**src/dtc_pkg.sv**
```systemverilog
// package for the dual timer/counter: register map, field layout, types
// ----------------------------------------------------------------------------
// ----------------------------------------------------------------------------
package dtc_pkg;
    // register word addresses (consecutive, one per 32-bit word)
    localparam logic [3:0] ADDR_MODE = 4'h0;
    localparam logic [3:0] ADDR_CTRL = 4'h1;
    localparam logic [3:0] ADDR_CNT_LOW_ZERO = 4'h2;
    localparam logic [3:0] ADDR_CNT_HIGH_ZERO = 4'h3;
    localparam logic [3:0] ADDR_CNT_LOW_ONE = 4'h4;
    localparam logic [3:0] ADDR_CNT_HIGH_ONE = 4'h5;
    localparam logic [3:0] ADDR_IRQ_STATUS = 4'h6;
    localparam logic [3:0] ADDR_IRQ_ENABLE = 4'h7;
    localparam logic [3:0] ADDR_IRQ_CLEAR = 4'h8;
    // control register bit positions
    localparam int CTRL_FLAG_ONE = 7;
    localparam int CTRL_RUN_ONE = 6;
    localparam int CTRL_FLAG_ZERO = 5;
    localparam int CTRL_RUN_ZERO = 4;
    // mode register: unit zero in low nibble, unit one in high nibble
    localparam int MODE_NIBBLE_ONE = 4;
    localparam int MODE_GATE = 3;
    localparam int MODE_SEL = 2;
    // reset values
    localparam logic [7:0] MODE_RESET = 8'h00;
    localparam logic [7:0] CTRL_RESET = 8'h00;
    localparam logic [7:0] COUNT_RESET = 8'h00;
    // timing
    localparam int CLOCKS_PER_MACHINE_CYCLE = 12;
    localparam int MODE0_LOW_BITS = 5;
    localparam logic [7:0] MODE0_LOW_MASK = 8'h1f;

    typedef enum logic [1:0] {
        DTC_MODE_13BIT = 2'b00,
        DTC_MODE_16BIT = 2'b01,
        DTC_MODE_RELOAD = 2'b10,
        DTC_MODE_SPLIT = 2'b11
    } dtc_mode_e;

    typedef struct packed {
        logic gate;
        logic edge_sel;
        dtc_mode_e mode;
    } dtc_unit_cfg_s;

    typedef struct packed {
        logic [7:0] high;
        logic [7:0] low;
    } dtc_count_s;
endpackage

```
**src/dtc_top.sv**
```systemverilog
// dual 16-bit timer/counter with avalon-mm register slave
`timescale 1ns/1ps
module dtc_top (
    // clock and reset
    input wire logic sys_clk,
    input wire logic resetn,
    // avalon-mm slave
    input wire logic [3:0] avs_address,
    input wire logic avs_read,
    input wire logic avs_write,
    input wire logic [31:0] avs_writedata,
    output logic [31:0] avs_readdata,
    output logic avs_waitrequest,
    // external pins
    input wire logic count_input_zero,
    input wire logic count_input_one,
    input wire logic gate_pin_zero,
    input wire logic gate_pin_one,
    // interrupt service acknowledges
    input wire logic service_ack_zero,
    input wire logic service_ack_one,
    // status outputs
    output dtc_pkg::dtc_count_s count_zero,
    output dtc_pkg::dtc_count_s count_one,
    output logic irq
);
    import dtc_pkg::*;

    // ------------------------------------------------------------------------
    // reset release
    // ------------------------------------------------------------------------
    logic rst_meta;
    logic rst_n;
    always_ff @(posedge sys_clk or negedge resetn) begin
        if (!resetn) begin
            rst_meta <= 1'b0;
            rst_n <= 1'b0;
        end else begin
            rst_meta <= 1'b1;
            rst_n <= rst_meta;
        end
    end

    // ------------------------------------------------------------------------
    // machine cycle divider
    // ------------------------------------------------------------------------
    localparam logic [3:0] DIV_LAST = 4'(CLOCKS_PER_MACHINE_CYCLE - 1);
    logic [3:0] div_cnt;
    logic mc_tick;
    assign mc_tick = (div_cnt == DIV_LAST);
    always_ff @(posedge sys_clk or negedge rst_n) begin
        if (!rst_n) begin
            div_cnt <= 4'h0;
        end else if (mc_tick) begin
            div_cnt <= 4'h0;
        end else begin
            div_cnt <= div_cnt + 4'h1;
        end
    end

    // ------------------------------------------------------------------------
    // count input sampling, one sample per machine cycle
    // ------------------------------------------------------------------------
    logic [1:0] pin_now;
    logic [1:0] pin_prev;
    logic [1:0] fall_seen;
    always_ff @(posedge sys_clk or negedge rst_n) begin
        if (!rst_n) begin
            pin_now <= 2'b11;
            pin_prev <= 2'b11;
        end else if (mc_tick) begin
            pin_now <= {count_input_one, count_input_zero};
            pin_prev <= pin_now;
        end
    end
    // high in one sample, low in the next: spans two machine cycles
    assign fall_seen = pin_prev & ~pin_now;

    // ------------------------------------------------------------------------
    // registers
    // ------------------------------------------------------------------------
    logic [7:0] timer_mode_config;
    logic [7:0] timer_run_and_flags;
    logic [7:0] irq_enable;
    dtc_unit_cfg_s cfg_zero;
    dtc_unit_cfg_s cfg_one;
    assign cfg_zero = dtc_unit_cfg_s'(timer_mode_config[3:0]);
    assign cfg_one = dtc_unit_cfg_s'(timer_mode_config[7:MODE_NIBBLE_ONE]);

    logic run_bit_unit_zero;
    logic run_bit_unit_one;
    assign run_bit_unit_zero = timer_run_and_flags[CTRL_RUN_ZERO];
    assign run_bit_unit_one = timer_run_and_flags[CTRL_RUN_ONE];

    logic wr;
    assign wr = avs_write;

    // ------------------------------------------------------------------------
    // read wait state: registered read data must stand when waitrequest drops
    // ------------------------------------------------------------------------
    logic rd_done;
    assign avs_waitrequest = avs_read && !rd_done;
    always_ff @(posedge sys_clk or negedge rst_n) begin
        if (!rst_n) begin
            rd_done <= 1'b0;
        end else begin
            rd_done <= avs_read && !rd_done;
        end
    end

    // ------------------------------------------------------------------------
    // count enable per unit
    // ------------------------------------------------------------------------
    function automatic logic step_of(input dtc_unit_cfg_s cfg, input logic run, input logic gate_pin,
                                     input logic fall);
        logic src;
        src = cfg.edge_sel ? fall : 1'b1;
        return mc_tick && run && (!cfg.gate || gate_pin) && src;
    endfunction

    logic step_zero;
    logic step_one;
    logic step_split_high;
    logic split;
    assign split = (cfg_zero.mode == DTC_MODE_SPLIT);
    assign step_zero = step_of(cfg_zero, run_bit_unit_zero, gate_pin_zero, fall_seen[0]);
    assign step_one = (cfg_one.mode != DTC_MODE_SPLIT) &&
                      step_of(cfg_one, run_bit_unit_one, gate_pin_one, fall_seen[1]);
    // split high byte: unit one's run bit, machine-cycle timing
    assign step_split_high = split && mc_tick && run_bit_unit_one;

    // ------------------------------------------------------------------------
    // counting step for one unit: returns next count and overflow
    // ------------------------------------------------------------------------
    function automatic logic [16:0] advance(input dtc_count_s c, input dtc_mode_e m);
        logic [8:0] lo;
        logic [16:0] res;
        res = {1'b0, c};
        lo = {1'b0, c.low} + 9'h001;
        case (m)
            DTC_MODE_13BIT: begin
                if (c.low[MODE0_LOW_BITS-1:0] == MODE0_LOW_MASK[MODE0_LOW_BITS-1:0]) begin
                    res = {(c.high == 8'hff), c.high + 8'h01, 8'h00};
                end else begin
                    res = {1'b0, c.high, (c.low & MODE0_LOW_MASK) + 8'h01};
                end
            end
            DTC_MODE_16BIT: res = {1'b0, c} + 17'h0_0001;
            DTC_MODE_RELOAD: res = lo[8] ? {1'b1, c.high, c.high} : {1'b0, c.high, lo[7:0]};
            DTC_MODE_SPLIT: res = {lo[8], c.high, lo[7:0]};
            default: res = {1'b0, c};
        endcase
        return res;
    endfunction

    logic [16:0] adv_zero;
    logic [16:0] adv_one;
    logic [8:0] adv_split_high;
    assign adv_zero = advance(count_zero, cfg_zero.mode);
    assign adv_one = advance(count_one, cfg_one.mode);
    assign adv_split_high = {1'b0, count_zero.high} + 9'h001;

    logic ovf_zero;
    logic ovf_one;
    assign ovf_zero = step_zero && adv_zero[16];
    assign ovf_one = (step_one && adv_one[16]) || (step_split_high && adv_split_high[8]);

    // ------------------------------------------------------------------------
    // count registers, unit zero
    // ------------------------------------------------------------------------
    always_ff @(posedge sys_clk or negedge rst_n) begin
        if (!rst_n) begin
            count_zero <= {COUNT_RESET, COUNT_RESET};
        end else begin
            if (wr && avs_address == ADDR_CNT_LOW_ZERO) begin
                count_zero.low <= avs_writedata[7:0];
            end else if (step_zero) begin
                count_zero.low <= adv_zero[7:0];
            end
            if (wr && avs_address == ADDR_CNT_HIGH_ZERO) begin
                count_zero.high <= avs_writedata[7:0];
            end else if (step_split_high) begin
                count_zero.high <= adv_split_high[7:0];
            end else if (step_zero && !split) begin
                count_zero.high <= adv_zero[15:8];
            end
        end
    end

    // ------------------------------------------------------------------------
    // count registers, unit one
    // ------------------------------------------------------------------------
    always_ff @(posedge sys_clk or negedge rst_n) begin
        if (!rst_n) begin
            count_one <= {COUNT_RESET, COUNT_RESET};
        end else begin
            if (wr && avs_address == ADDR_CNT_LOW_ONE) begin
                count_one.low <= avs_writedata[7:0];
            end else if (step_one) begin
                count_one.low <= adv_one[7:0];
            end
            if (wr && avs_address == ADDR_CNT_HIGH_ONE) begin
                count_one.high <= avs_writedata[7:0];
            end else if (step_one) begin
                count_one.high <= adv_one[15:8];
            end
        end
    end

    // ------------------------------------------------------------------------
    // mode and control registers; overflow flags set wins over clear
    // ------------------------------------------------------------------------
    always_ff @(posedge sys_clk or negedge rst_n) begin
        if (!rst_n) begin
            timer_mode_config <= MODE_RESET;
        end else if (wr && avs_address == ADDR_MODE) begin
            timer_mode_config <= avs_writedata[7:0];
        end
    end

    logic [7:0] next_ctrl;
    always_comb begin
        next_ctrl = timer_run_and_flags;
        if (wr && avs_address == ADDR_CTRL) begin
            next_ctrl = avs_writedata[7:0];
        end
        if (service_ack_zero) begin
            next_ctrl[CTRL_FLAG_ZERO] = 1'b0;
        end
        if (service_ack_one) begin
            next_ctrl[CTRL_FLAG_ONE] = 1'b0;
        end
        if (ovf_zero) begin
            next_ctrl[CTRL_FLAG_ZERO] = 1'b1;
        end
        if (ovf_one) begin
            next_ctrl[CTRL_FLAG_ONE] = 1'b1;
        end
    end
    always_ff @(posedge sys_clk or negedge rst_n) begin
        if (!rst_n) begin
            timer_run_and_flags <= CTRL_RESET;
        end else begin
            timer_run_and_flags <= next_ctrl;
        end
    end

    // ------------------------------------------------------------------------
    // interrupt status: bit 0 unit zero overflow, bit 1 unit one overflow
    // ------------------------------------------------------------------------
    logic [1:0] irq_status;
    always_ff @(posedge sys_clk or negedge rst_n) begin
        if (!rst_n) begin
            irq_status <= 2'b00;
            irq_enable <= 8'h00;
        end else begin
            if (wr && avs_address == ADDR_IRQ_ENABLE) begin
                irq_enable <= {6'h00, avs_writedata[1:0]};
            end
            irq_status <= (irq_status & ~((wr && avs_address == ADDR_IRQ_CLEAR) ? avs_writedata[1:0] : 2'b00))
                          | {ovf_one, ovf_zero};
        end
    end
    assign irq = |(irq_status & irq_enable[1:0]);

    // ------------------------------------------------------------------------
    // read data
    // ------------------------------------------------------------------------
    always_ff @(posedge sys_clk or negedge rst_n) begin
        if (!rst_n) begin
            avs_readdata <= 32'h0000_0000;
        end else if (avs_read && !rd_done) begin
            case (avs_address)
                ADDR_MODE: avs_readdata <= {24'h00_0000, timer_mode_config};
                ADDR_CTRL: avs_readdata <= {24'h00_0000, timer_run_and_flags};
                ADDR_CNT_LOW_ZERO: avs_readdata <= {24'h00_0000, count_zero.low};
                ADDR_CNT_HIGH_ZERO: avs_readdata <= {24'h00_0000, count_zero.high};
                ADDR_CNT_LOW_ONE: avs_readdata <= {24'h00_0000, count_one.low};
                ADDR_CNT_HIGH_ONE: avs_readdata <= {24'h00_0000, count_one.high};
                ADDR_IRQ_STATUS: avs_readdata <= {30'h0000_0000, irq_status};
                ADDR_IRQ_ENABLE: avs_readdata <= {24'h00_0000, irq_enable};
                default: avs_readdata <= 32'h0000_0000;
            endcase
        end
    end
endmodule // dtc_top

```
**config.mk**
```make
export PLATFORM = sky130hd
export DESIGN_NAME = dtc_top
export DESIGN_NICKNAME = d
export VERILOG_FILES = /design/src/dtc_pkg.sv /design/src/dtc_top.sv
export SDC_FILE = /design/constraint.sdc
export NUM_CORES = 1
export LEC_CHECK = 0
export ABC_AREA = 1
export BUFFER_PORTS_ARGS = -buffer_cell sky130_fd_sc_hd__clkbuf_2
export CAP_MARGIN = 15
export CORE_MARGIN = 3
export CORE_UTILIZATION = 44
export DETAILED_ROUTE_END_ITERATION = 8
export PLACE_DENSITY = 0.77
export SYNTH_ARGS = -nofsm -noshare
export SYNTH_HDL_FRONTEND = slang
export SYNTH_SLANG_ARGS = --single-unit
```
**constraint.sdc**
```tcl
create_clock -name sys_clk -period 6.1 [get_ports sys_clk]
set_input_delay 0.915 -clock sys_clk [delete_from_list [all_inputs] [get_ports sys_clk]]
set_output_delay 0.915 -clock sys_clk [all_outputs]
set_load 0.02 [all_outputs]
```
==> results.sh <==
export IMPL_core_area_mm2=0.0115
export IMPL_peakVddDrop_mv=0.174
export IMPL_wl_per_cell_um=15.9
export IMPL_portBuffers=63
export IMPL_ys_types=37
export IMPL_synth_area_leader_cell="dfrtp_1"
export IMPL_setup_tns_ps=0
export IMPL_yosys_top_cells_area="dfrtp_1 (32%), nand2_1 (19%), nand3_1 (7.0%)"
export IMPL_tightest_slew_ps=909
export IMPL_cts_buffers=9
export IMPL_grt_max_degree=70
export IMPL_holdCritPathClass="in -> async"
export IMPL_end_kind="primary output"
export IMPL_cts_resized=0
export IMPL_status="finished clean"
export IMPL_clock_latency_ps=350
export IMPL_period_share=0.431
export IMPL_drt_wl_total_um=16000
export IMPL_io_pins=112
export IMPL_relSlewSlack=0.394
export IMPL_n_fill_cell=1150
export IMPL_worstSetupPathType="in -> out"
export IMPL_syn_inst=790
export IMPL_final_area_mm2=0.00586
export IMPL_first_pass_iters=5
export IMPL_netlist_area_mm2=0.00518
export IMPL_cts_tree="done"
export IMPL_cts_setup_buffers=0
export IMPL_fp_dieArea_mm2=0.0131
export IMPL_ys_warn_count=0
export IMPL_cp_start_kind="input pin"
export IMPL_cp_required_ps=5180
export IMPL_num_rows=39
export IMPL_final_seq_area_mm2=0.00178
export IMPL_grt_setup_unrepaired="no"
export IMPL_cts_hold_buf=0
export IMPL_antenna_found_initial=0
export IMPL_min_period_ps=2630
export IMPL_die_h_um=115
export IMPL_area_growth_pct=13.2
export IMPL_r2r_start="count_zero[1]"
export IMPL_rrSetupSlack_ps=3990
export IMPL_h_tree_depth=3
export IMPL_cts_max_path_buffers=2
export IMPL_gp_congestion=0.977
export IMPL_fin_nets=912
export IMPL_mostFrequentLayoutCells="nand2_1 (264), inv_1 (82), nand3_1 (73)"
export IMPL_maxCapViolCount=0
export IMPL_clkTransAtPathRegs_ps=60
export IMPL_r2r_end="count_zero[8]"
export IMPL_hold_viol_final=0
export IMPL_vias=5370
export IMPL_multiInputGateArea_mm2=0.00287
export IMPL_drc=0
export IMPL_place_area_mm2=0.00556
export IMPL_ant_nets=0
export IMPL_grt_pass1_wl_um=25000
export IMPL_syn_avg_cell_area_um2=6.56
export IMPL_grt_pass1_vias=4927
export IMPL_drt_initial_drc_count=496
export IMPL_vias_per_cell=5.33
export IMPL_drive_gt1_frac=0.168
export IMPL_grt_overflow=0
export IMPL_r2r_cells=11
export IMPL_finalClockSkew_ps=8.46
export IMPL_start_util=0.452
export IMPL_root_buffer="clkbuf_16"
export IMPL_layout_commonest_cell="nand2_1"
export IMPL_finalSetupViolCount=0
export IMPL_num_antenna_cells=0
export IMPL_cts_sinks=71
export IMPL_yosysSeqAreaShare=0.344
export IMPL_power_leakage_nw=3.12
export IMPL_slew_viol_final=0
export IMPL_power_density_mw_per_mm2=330
export IMPL_fmax_mhz=381
export IMPL_synthDominantCellAreaShare=0.324
export IMPL_worstPathArrival_ps=1710
export IMPL_groute_usage_overall=0.246
export IMPL_ys_ff_latch=71
export IMPL_die_w_um=115
export IMPL_hpwl_um=11800
export IMPL_cp_max_fo=9
## where the power goes
part | internal [mW] | switching (mW) | total, mW
logic | 0.207 | 0.433 | 0.640
clock network | 0.330 | 0.227 | 0.557
registers | 0.574 | 0.166 | 0.740
## flip-flops by register name, summed over array words and instances (netlist names)
register / cells
avs_readdata: 8
count_one: 16
count_zero: 16
div_cnt: 4
irq_enable: 2
irq_status: 2
pin_now: 2
pin_prev: 2
rd_done: 1
rst_meta: 1
rst_n: 1
timer_mode_config: 8
timer_run_and_flags: 8
## worst max-delay path, stage by stage
cell,delay (ps)
clkbuf_2,70
inv_1,30
nor2_1,420
clkbuf_2,270
## logic make-up (layout without fill, tap and decap cells)
family | after synthesis | after routing | synth area share
AOI/OAI and AO/OA | 116 | 116 | 0.123
xor gates and xnor gates | 5 | 5 | 0.00845
adders and majority gates | 7 | 7 | 0.0169
buffers and inverters | 137 | 188 | 0.120
DFF | 71 | 71 | 0.344
other | 2 | 25 | 0.00145
and+or+nand+nor | 452 | 452 | 0.387
## synthesized netlist by cell type
cell	count
o211ai_1	3
nor2_8	2
inv_2	22
ha_1	7
nand2_4	3
xor2_1	5
o22ai_1	19
nor2_1	68
and2_1	1
dfstp_2	4
inv_1	82
nor2_2	9
or2_2	2
nand3_1	73
buf_6	1
buf_2	3
o21ai_0	39
nor3b_1	1
inv_4	1
a22oi_1	1
conb_1	2
nand4_1	7
dfrtp_1	67
o2111ai_1	1
clkinv_1	3
nand3_2	2
buf_4	25
nand2_1	264
o21ai_2	3
nor3_1	4
nand3_4	2
nor2_4	6
a22o_1	1
nand2_2	8
a21oi_1	24
o21bai_1	1
o21ai_1	24
## how the worst max path moves through the flow
stage,cells past startpoint,endpoint,slack (ps),start
6_report,4,avs_waitrequest,3470,avs_read
5_1_grt,4,avs_waitrequest,3360,avs_read
4_1_cts,4,avs_waitrequest,3450,avs_read
3_5_place_dp,4,avs_waitrequest,3480,avs_read
3_3_place_gp,4,avs_waitrequest,3480,avs_read
2_1_floorplan,2,avs_waitrequest,3730,avs_read
## area by class of cell
class                   count  share of cell area
clock inverters             6              0.0115
repair buffers             64              0.0550
flip-flops and latches     71               0.304
inverters                 108              0.0696
clock buffers              10              0.0408
well taps                 143              0.0305
multi-input cells         605               0.489
## layer usage
layer / vias up / share of wire / GRT usage
met4: 0 / 0.033 / 0.103
met3: 50 / 0.093 / 0.0566
met5: - / 0 / 0
li1: 2622 / - / -
met2: 281 / 0.47 / 0.397
met1: 2417 / 0.41 / 0.317
## per-stage QoR
stage | setup slack [ps] | total power, mW | instances | hold slack [ps] | utilization
6_report | 3470 | 1.94 | 1007 | 346 | 0.511
5_1_grt | 3360 | 2.05 | 1007 | 342 | 0.511
4_1_cts | 3450 | 1.94 | 1007 | 346 | 0.511
2_1_floorplan | 3730 | 1.15 | 813 | 331 | -
3_5_place_dp | 3480 | 1.38 | 991 | 344 | 0.485
3_3_place_gp | 3480 | 1.37 | 991 | 335 | 0.485
No activity file was read; power rests on OpenSTA's default activity.
